File: src/rtl/dac_consts.svh
// constants for the dual converter output formatter and configuration port
`ifndef DAC_CONSTS_SVH
`define DAC_CONSTS_SVH
`define DAC_ADDR_RESET 7'h00
`define DAC_ADDR_PWR 7'h01
`define DAC_ADDR_TIMING 7'h02
`define DAC_ADDR_OUTMODE 7'h03
`define DAC_ADDR_FORMAT 7'h04
`define DAC_RESET_BIT 7
`define DAC_CMD_BITS 5'h10
`define DAC_RD_EDGE 5'h08
// synchroniser reset: select high, read-back line pulled up
`define DAC_SYNC_IDLE 5'h09
`define DAC_REG_RESET 8'h00
`define DAC_BIT_DCS 0
`define DAC_BIT_OUTOFF 2
`define DAC_BIT_LVDS 0
`define DAC_BIT_RAND 1
`define DAC_BIT_ALT 2
`define DAC_TP_LSB 3
`define DAC_ODD_MASK 16'hAAAA
`define DAC_CHECK_A 17'h15555
`define DAC_ALL_ONES 17'h1FFFF
`endif

File: src/rtl/dac_pkg.sv
// types for the dual converter output formatter
package dac_pkg;
	typedef enum logic [1:0]
	{
		DAC_PWR_NORMAL = 2'b00,
		DAC_PWR_NAP2 = 2'b01,
		DAC_PWR_NAPBOTH = 2'b10,
		DAC_PWR_SLEEP = 2'b11
	} dac_pwr_t;
	typedef enum logic [2:0]
	{
		DAC_TP_OFF = 3'b000,
		DAC_TP_ONES = 3'b001,
		DAC_TP_ZEROS = 3'b010,
		DAC_TP_ALT = 3'b011,
		DAC_TP_CHECK = 3'b100
	} dac_tp_t;
	typedef struct packed
	{
		logic ovr;
		logic [15:0] data;
	} dac_word_t;
	typedef struct packed
	{
		logic dcs_on;
		logic lvds_ddr;
		logic outputs_off;
		logic randomize;
		logic alt_polarity;
		dac_tp_t pattern;
		dac_pwr_t power;
	} dac_cfg_t;
endpackage

File: src/rtl/dac_format_top.sv
// top: output word formatting, test patterns, power and mode selection
`timescale 1ns/100ps
`include "dac_consts.svh"
// **********
// Overview of operation
// - randomizer XORs every data bit above the LSB with the LSB.
// - alternate polarity inverts odd data bits one through fifteen.
// - randomizer and alternate polarity enable independently.
// - test patterns: all ones, all zeros, alternating, checkerboard over seventeen bits.
// - selected test pattern overrides all formatting.
// - output disable floats all outputs including flag and strobe.
// - nap channel two alone or both, never channel one alone.
// - parallel select high makes serial pins static mode inputs.
// - parallel chip select sets duty cycle stabilizer.
// - parallel serial clock picks full rate or DDR differential.
// - parallel data pin pair decodes power state.
// - transfer framed by select; only first sixteen clock edges sampled.
// - command word is flag, seven address bits, eight data bits.
// - low flag writes; high flag reads back without update.
// - serial data out is open drain, pulled low only.
// - reset bit clears all registers then self clears.
// - reset register at address zero, bit seven, write only.
// - power bits in address one bits one to zero.
// **********
module dac_format_top
	import dac_pkg::*;
(
	input wire logic core_clk,
	input wire logic reset,
	input wire logic sample_valid,
	input wire logic [15:0] ch1_data,
	input wire logic ch1_ovr,
	input wire logic [15:0] ch2_data,
	input wire logic ch2_ovr,
	input wire logic port_style_select,
	input wire logic sel_n_pin,
	input wire logic sck_pin,
	input wire logic sdi_pin,
	input wire logic sdo_pin_in,
	output logic sdo_pin_out,
	output logic sdo_pin_oe,
	output logic [15:0] ch1_out,
	output logic ch1_overrange_flag,
	output logic [15:0] ch2_out,
	output logic ch2_overrange_flag,
	output logic sample_strobe_out,
	output logic outputs_oe,
	output logic dcs_enable,
	output logic lvds_ddr_mode,
	output logic ch1_nap,
	output logic ch2_nap,
	output logic device_sleep
);
	// **********
	// pin synchronisers
	// **********
	logic [4:0] sync1_r;
	logic [4:0] sync2_r;
	always_ff @(posedge core_clk)
	begin
		if (reset)
		begin
			// idle pin levels, so no false select edge follows reset
			sync1_r <= `DAC_SYNC_IDLE;
			sync2_r <= `DAC_SYNC_IDLE;
		end
		else
		begin
			sync1_r <= {port_style_select, sel_n_pin, sck_pin, sdi_pin, sdo_pin_in};
			sync2_r <= sync1_r;
		end
	end
	wire par_mode = sync2_r[4];
	wire sel_s = sync2_r[3];
	wire sck_s = sync2_r[2];
	wire sdi_s = sync2_r[1];
	wire sdo_s = sync2_r[0];

	// **********
	// serial configuration
	// **********
	logic [7:0] pwr_reg;
	logic [7:0] outmode_reg;
	logic [7:0] format_reg;
	logic port_sdo_oe;
	dac_serial_port u_port
	(
		.core_clk(core_clk),
		.reset(reset),
		.enable(~par_mode),
		.sel_n(sel_s),
		.sck(sck_s),
		.sdi(sdi_s),
		.sdo_oe(port_sdo_oe),
		.pwr_reg(pwr_reg),
		.outmode_reg(outmode_reg),
		.format_reg(format_reg),
		.timing_reg()
	);
	assign sdo_pin_out = 1'b0;
	assign sdo_pin_oe = port_sdo_oe & ~par_mode;

	// **********
	// configuration selection
	// **********
	// parallel pins as static levels
	dac_cfg_t cfg;
	wire [2:0] tp_code = format_reg[`DAC_TP_LSB +: 3];
	dac_cfg_t par_cfg;
	dac_cfg_t ser_cfg;
	assign par_cfg = '{dcs_on: sel_s, lvds_ddr: sck_s, outputs_off: 1'b0, randomize: 1'b0, alt_polarity: 1'b0,
		pattern: DAC_TP_OFF, power: dac_pwr_t'({sdi_s, sdo_s})};
	assign ser_cfg = '{dcs_on: 1'b0, lvds_ddr: outmode_reg[`DAC_BIT_LVDS], outputs_off: outmode_reg[`DAC_BIT_OUTOFF],
		randomize: format_reg[`DAC_BIT_RAND], alt_polarity: format_reg[`DAC_BIT_ALT], pattern: dac_tp_t'(tp_code),
		power: dac_pwr_t'(pwr_reg[1:0])};
	assign cfg = par_mode ? par_cfg : ser_cfg;

	// channel one naps only with two
	assign ch2_nap = (cfg.power == DAC_PWR_NAP2) | (cfg.power == DAC_PWR_NAPBOTH);
	assign ch1_nap = (cfg.power == DAC_PWR_NAPBOTH);
	assign device_sleep = (cfg.power == DAC_PWR_SLEEP);
	assign dcs_enable = cfg.dcs_on;
	assign lvds_ddr_mode = cfg.lvds_ddr;

	// **********
	// formatting
	// **********
	function automatic dac_word_t fmt(input dac_word_t w, input logic rnd, input logic alt);
		dac_word_t r;
		r = w;
		if (rnd)
			r.data[15:1] = w.data[15:1] ^ {15{w.data[0]}};
		if (alt)
			r.data = r.data ^ `DAC_ODD_MASK;
		fmt = r;
	endfunction

	logic phase_r;
	always_ff @(posedge core_clk)
	begin
		if (reset)
			phase_r <= 1'b0;
		else if (sample_valid)
			phase_r <= ~phase_r;
	end

	logic [16:0] pat;
	always_comb
	begin
		unique case (cfg.pattern)
			DAC_TP_ONES: pat = `DAC_ALL_ONES;
			DAC_TP_ZEROS: pat = 17'h00000;
			DAC_TP_ALT: pat = phase_r ? `DAC_ALL_ONES : 17'h00000;
			DAC_TP_CHECK: pat = phase_r ? ~`DAC_CHECK_A : `DAC_CHECK_A;
			default: pat = 17'h00000;
		endcase
	end
	wire tp_on = (cfg.pattern != DAC_TP_OFF);

	wire dac_word_t f1 = fmt('{ovr: ch1_ovr, data: ch1_data}, cfg.randomize, cfg.alt_polarity);
	wire dac_word_t f2 = fmt('{ovr: ch2_ovr, data: ch2_data}, cfg.randomize, cfg.alt_polarity);
	wire dac_word_t o1 = tp_on ? dac_word_t'(pat) : f1;
	wire dac_word_t o2 = tp_on ? dac_word_t'(pat) : f2;

	always_ff @(posedge core_clk)
	begin
		if (reset)
		begin
			{ch1_overrange_flag, ch1_out} <= 17'h00000;
			{ch2_overrange_flag, ch2_out} <= 17'h00000;
			sample_strobe_out <= 1'b0;
		end
		else
		begin
			sample_strobe_out <= sample_valid;
			if (sample_valid)
			begin
				{ch1_overrange_flag, ch1_out} <= o1;
				{ch2_overrange_flag, ch2_out} <= o2;
			end
		end
	end
	assign outputs_oe = ~cfg.outputs_off;

	// **********
	// checks
	// **********
	chk_rand_lsb_kept:
	assert property (@(posedge core_clk) disable iff (reset) (sample_valid && !tp_on && cfg.randomize
		&& !cfg.alt_polarity) |=> (ch1_out == {$past(ch1_data[15:1]) ^ {15{$past(ch1_data[0])}}, $past(ch1_data[0])}))
	else $error("randomized word wrong");
	chk_alt_odd_bits:
	assert property (@(posedge core_clk) disable iff (reset) (sample_valid && !tp_on && !cfg.randomize
		&& cfg.alt_polarity) |=> (ch2_out == ($past(ch2_data) ^ 16'hAAAA)))
	else $error("alternate polarity wrong");
	chk_pattern_wins:
	assert property (@(posedge core_clk) disable iff (reset) (sample_valid && cfg.pattern == DAC_TP_ONES)
		|=> (ch1_out == 16'hFFFF) && ch1_overrange_flag)
	else $error("pattern not forced");
	chk_check_toggles:
	assert property (@(posedge core_clk) disable iff (reset) (sample_valid && cfg.pattern == DAC_TP_CHECK
		&& $stable(cfg.pattern)) |=> ({ch1_overrange_flag, ch1_out} == ($past(phase_r) ? 17'h0AAAA : 17'h15555)))
	else $error("checkerboard phase wrong");
	chk_nap_order:
	assert property (@(posedge core_clk) disable iff (reset) ch1_nap |-> ch2_nap)
	else $error("channel one napping alone");
	chk_outputs_off:
	assert property (@(posedge core_clk) disable iff (reset) (!par_mode && outmode_reg[`DAC_BIT_OUTOFF]) |-> !outputs_oe)
	else $error("outputs not disabled");
	chk_par_power:
	assert property (@(posedge core_clk) disable iff (reset) (par_mode && sdi_s && sdo_s) |-> device_sleep)
	else $error("parallel sleep not decoded");
	chk_par_dcs:
	assert property (@(posedge core_clk) disable iff (reset) par_mode |-> (dcs_enable == sel_s))
	else $error("stabilizer not following pin");
endmodule

File: src/rtl/dac_serial_port.sv
// serial configuration port: command shifter, register file, open-drain read-back
`timescale 1ns/100ps
`include "dac_consts.svh"
module dac_serial_port
	import dac_pkg::*;
(
	input wire logic core_clk,
	input wire logic reset,
	input wire logic enable,
	input wire logic sel_n,
	input wire logic sck,
	input wire logic sdi,
	output logic sdo_oe,
	output logic [7:0] pwr_reg,
	output logic [7:0] outmode_reg,
	output logic [7:0] format_reg,
	output logic [7:0] timing_reg
);
	logic [4:0] cnt_r;
	logic [15:0] shift_r;
	logic [7:0] rd_r;
	logic sck_d_r;
	logic sel_d_r;
	logic [7:0] regs_r [0:3];
	logic [7:0] regs_nxt [0:3];
	wire rise = sck & ~sck_d_r;
	wire fall = ~sck & sck_d_r;
	wire active = enable & ~sel_n;
	wire done = enable & sel_n & ~sel_d_r;
	wire [15:0] cmd = shift_r;
	wire is_write = ~cmd[15];
	wire [6:0] addr = cmd[14:8];
	wire soft_reset = done & is_write & (cnt_r == `DAC_CMD_BITS) & (addr == `DAC_ADDR_RESET)
		& cmd[`DAC_RESET_BIT];

	// **********
	// register read decode
	// **********
	function automatic logic [7:0] rd_sel(input logic [6:0] a, input logic [7:0] r0, input logic [7:0] r1,
		input logic [7:0] r2, input logic [7:0] r3);
		// unmapped and reset addresses read back as zeros
		rd_sel = (a == `DAC_ADDR_PWR) ? r0 : (a == `DAC_ADDR_TIMING) ? r1
			: (a == `DAC_ADDR_OUTMODE) ? r2 : (a == `DAC_ADDR_FORMAT) ? r3 : 8'h00;
	endfunction

	always_comb
	begin
		for (int i = 0; i < 4; i++)
			regs_nxt[i] = regs_r[i];
		if (done & is_write & (cnt_r == `DAC_CMD_BITS) & (addr >= `DAC_ADDR_PWR) & (addr <= `DAC_ADDR_FORMAT))
			// addresses one to four fold onto slots zero to three
			regs_nxt[addr[1:0] - 2'h1] = cmd[7:0];
	end

	always_ff @(posedge core_clk)
	begin
		sck_d_r <= sck;
		sel_d_r <= sel_n;
		if (reset | soft_reset)
		begin
			for (int i = 0; i < 4; i++)
				regs_r[i] <= `DAC_REG_RESET;
		end
		else
		begin
			for (int i = 0; i < 4; i++)
				regs_r[i] <= regs_nxt[i];
		end
	end

	always_ff @(posedge core_clk)
	begin
		if (reset | ~active)
		begin
			cnt_r <= 5'h00;
			if (reset)
				shift_r <= 16'h0000;
		end
		else if (rise & (cnt_r < `DAC_CMD_BITS))
		begin
			cnt_r <= cnt_r + 5'h01;
			shift_r <= {shift_r[14:0], sdi};
		end
	end

	always_ff @(posedge core_clk)
	begin
		if (reset | ~active)
			rd_r <= 8'hFF;
		else if (fall & (cnt_r == `DAC_RD_EDGE) & shift_r[7])
			rd_r <= rd_sel({shift_r[6:0]}, regs_r[0], regs_r[1], regs_r[2], regs_r[3]);
		else if (fall & (cnt_r > `DAC_RD_EDGE))
			rd_r <= {rd_r[6:0], 1'b1};
	end

	assign sdo_oe = active & ~rd_r[7] & (cnt_r >= `DAC_RD_EDGE);
	// addr 01..04 map to slots 0..3 with slot 1 the timing register
	assign pwr_reg = regs_r[0];
	assign timing_reg = regs_r[1];
	assign outmode_reg = regs_r[2];
	assign format_reg = regs_r[3];

	chk_soft_reset_clears:
	assert property (@(posedge core_clk) disable iff (reset) soft_reset |=> (pwr_reg == 8'h00)
		&& (format_reg == 8'h00))
	else $error("soft reset did not clear");
	chk_count_limit:
	assert property (@(posedge core_clk) disable iff (reset) cnt_r <= `DAC_CMD_BITS)
	else $error("edge count beyond sixteen");
	chk_read_no_write:
	assert property (@(posedge core_clk) disable iff (reset) (done & cmd[15]) |=> $stable(pwr_reg))
	else $error("read changed register");
	chk_sdo_only_low:
	assert property (@(posedge core_clk) disable iff (reset) sdo_oe |-> (active && cnt_r >= `DAC_RD_EDGE))
	else $error("sdo driven outside read");
endmodule

File: config.mk
export PLATFORM = sky130hd
export DESIGN_NAME = dac_format_top
export DESIGN_NICKNAME = d
export VERILOG_FILES = /design/src/rtl/dac_pkg.sv /design/src/rtl/dac_format_top.sv /design/src/rtl/dac_serial_port.sv
export VERILOG_INCLUDE_DIRS = /design/src /design/src/rtl
export SDC_FILE = /design/constraint.sdc
export NUM_CORES = 1
export LEC_CHECK = 0
export ABC_AREA = 1
export BUFFER_PORTS_ARGS = -buffer_cell sky130_fd_sc_hd__buf_2
export CORE_ASPECT_RATIO = 0.6
export CORE_MARGIN = 1.5
export CORE_UTILIZATION = 57
export CTS_CLUSTER_SIZE = 30
export DETAILED_ROUTE_END_ITERATION = 8
export PLACE_DENSITY = 0.81
export SYNTH_ARGS = -nofsm -noshare
export SYNTH_HDL_FRONTEND = slang
export SYNTH_HIERARCHICAL = 1
export SYNTH_SLANG_ARGS = --single-unit
File: constraint.sdc
create_clock -name core_clk -period 2.8 [get_ports core_clk]
set_input_delay 0.42 -clock core_clk [delete_from_list [all_inputs] [get_ports core_clk]]
set_output_delay 0.42 -clock core_clk [all_outputs]
set_load 0.005 [all_outputs]
==> impl_metrics.env <==
export IMPL_status="completed"
export IMPL_synth_cell_types=34
export IMPL_finish_utilization=0.657
export IMPL_ys_seq_area_frac=0.409
export IMPL_drt_wirelength_per_cell_um=13.2
export IMPL_gr_total_overflow=0
export IMPL_drc=0
export IMPL_cts_tree="built"
export IMPL_ctsHoldBuffers=0
export IMPL_cp_startpoint="sync2_r[4]"
export IMPL_leakage_nw=3.31
export IMPL_numPortBuffers=83
export IMPL_clockBufferDepth=2
export IMPL_ir_drop_v=0.000306
export IMPL_antenna_found_initial=0
export IMPL_drive_gt1_frac=0.162
export IMPL_holdPathStages=2
export IMPL_area_growth_pct=12.5
export IMPL_period_share=0.897
export IMPL_startpoint_type="flop"
export IMPL_grt_pass1_vias=4547
export IMPL_use_met3=0.0638
export IMPL_multiInputGateArea_sq_um=2690
export IMPL_coreArea_sq_um=9810
export IMPL_root_buffer="clkbuf_16"
export IMPL_place_area_sq_um=6160
export IMPL_critical_path_max_fanout=28
export IMPL_cts_sinks=109
export IMPL_hp_class="input port to flop"
export IMPL_powerDensity_nw_per_um2=500
export IMPL_row_count=28
export IMPL_final_setup_viol_count=0
export IMPL_die_w_um=132
export IMPL_antenna_cells=0
export IMPL_cap_violations=0
export IMPL_htree_levels=3
export IMPL_busiest_layer="met1"
export IMPL_final_area_sq_um=6450
export IMPL_fill_cells=886
export IMPL_grt_max_degree=35
export IMPL_total_power_mw=3.22
export IMPL_drtIter0Drc=397
export IMPL_place_congestion=0.908
export IMPL_fp_dieArea_sq_um=10700
export IMPL_place_hpwl_um=9900
export IMPL_hold_start="sdo_pin_in"
export IMPL_clock_skew_ns=0.00594
export IMPL_viasPerCell=5.18
export IMPL_clk_pin_slew_worst_paths_ns=0.07
export IMPL_grt_pass1_wl_um=22300
export IMPL_r2r_setup_slack_ns=0.64
export IMPL_initial_utilization=0.584
export IMPL_grt_use_met2=0.362
export IMPL_drv_slew=0
export IMPL_postRouteAntennaNets=0
export IMPL_critPathArrivalTime_ns=2.09
export IMPL_grt_use_total=0.266
export IMPL_fin_nets=965
export IMPL_max_slew_margin_rel=0.536
export IMPL_ios=85
export IMPL_tns_ns=0
export IMPL_synth_area_sq_um=5730
export IMPL_worst_skew_pair_late_latency_ns=0.35
export IMPL_finalWirelength_um=14000
export IMPL_drtPass1Iterations=6
export IMPL_max_freq_mhz=398
export IMPL_hold_end="sync1_r[0]"
export IMPL_rsz0062_at_grt="false"
export IMPL_worstMarginPinSlew_ns=0.695
export IMPL_grt_use_met1=0.405
export IMPL_yosysWarnings=6
export IMPL_post_cts_buffers=0
export IMPL_synth_nets=898
export IMPL_critPathKind="flop to output pin"
export IMPL_vias=5482
export IMPL_r2r_end="u_port/rd_r[4]"
export IMPL_seq_area_sq_um=2340
export IMPL_ys_ff_latch=109
export IMPL_end_kind="output pin"
export IMPL_reg2reg_depth=8
export IMPL_syn_area_per_cell_sq_um=6.73
export IMPL_cts_resized_gates=0
export IMPL_period_needed_ns=2.51
export IMPL_syn_inst=852
export IMPL_die_y_um=80.7
export IMPL_cts_made_buffers=9
export IMPL_required_ns=2.38
export IMPL_final_hold_violation_count=0
export IMPL_rr_startpoint="sync2_r[4]"
export IMPL_hold_ws_ns=0.255
worst max path at each step:
stage,end
6_report,ch2_nap
5_1_grt,ch2_nap
4_1_cts,ch2_nap
3_5_place_dp,ch2_nap
3_3_place_gp,ch2_nap
2_1_floorplan,u_port/cmd[0]
cells by family (layout without fill, tap and decap cells):
group	count (synthesis)	in the layout	share of synthesized area
simple gates	487	487	0.368
fa+ha+maj	4	4	0.00873
other cells	1	1	0.000654
buf+inv	161	233	0.123
flops	109	109	0.409
compound gates	90	90	0.0914
state kept, by name (all words and copies together) (netlist names):
register / count
ch1_out: 16
ch1_overrange_flag: 1
ch2_out: 16
ch2_overrange_flag: 1
phase_r: 1
sample_strobe_out: 1
sync1_r: 5
sync2_r: 5
u_port/cmd: 16
u_port/cnt_r: 5
u_port/rd_r: 8
u_port/regs_r: 32
u_port/sck_d_r: 1
u_port/sel_d_r: 1
stage by stage:
step	setup slack [ns]	cells
floorplan	0.336	852
global placement	0.719	1043
detailed placement	0.665	1043
CTS	0.283	1059
finish	0.289	1059
global route	0.183	1059
layout by cell type (no fill, tap or decap), types with 4 or more instances in the layout:
master	count
nand2_2	8
nor2_2	4
or2_2	5
dfxtp_1	93
edfxtp_1	16
o21ai_0	40
nand4_1	16
a21oi_1	30
nand2_1	183
a31oi_1	5
buf_2	83
buf_4	9
clkbuf_16	9
nand3_1	99
inv_2	4
ha_1	4
a21oi_2	10
inv_1	117
nor2_1	163
critical path: stages, from the launching register on:
cell	delay, ns
dfxtp_1	0.61
inv_4	0.23
or2_2	0.32
o21ai_0	0.13
ha_1	0.29
inv_1	0.05
buf_2	0.10
per-layer routing:
| layer | vias to the layer above | routed length (um) |
|---|---|---|
| li1 | 2804 | - |
| met1 | 2454 | 7140 |
| met2 | 208 | 5460 |
| met3 | 16 | 1220 |
| met4 | 0 | 153 |
| met5 | - | 0 |
Yosys cell counts (all sizes together):
library cell / instances / area (sq um)
o21ai: 43 / 223
dfxtp: 93 / 1860
buf: 26 / 191
clkbuf: 10 / 37.5
nor3b: 1 / 7.51
a31oi: 5 / 31.3
a21oi: 42 / 270
clkinv: 2 / 7.51
nand3: 101 / 523
ha: 4 / 50.1
inv: 123 / 467
conb: 1 / 3.75
or2: 5 / 31.3
edfxtp: 16 / 480
nor2: 169 / 668
nand2: 192 / 748
nand4: 17 / 121
nor3: 2 / 10.0
final cells by class:
| type | instances | area share |
|---|---|---|
| Timing Repair Buffer | 92 | 0.0749 |
| Inverter | 125 | 0.0735 |
| Multi-Input combinational cell | 582 | 0.417 |
| Tap cell | 135 | 0.0262 |
| Clock buffer | 10 | 0.0355 |
| Clock inverter | 6 | 0.00990 |
| Sequential cell | 109 | 0.363 |
power by group:
group	switching (mW)	total, mW	internal, mW
Clock	0.571	1.26	0.692
Sequential	0.0366	1.68	1.64
Combinational	0.175	0.284	0.109
Total	0.783	3.22	2.44
(Power assumes the default switching activity.)
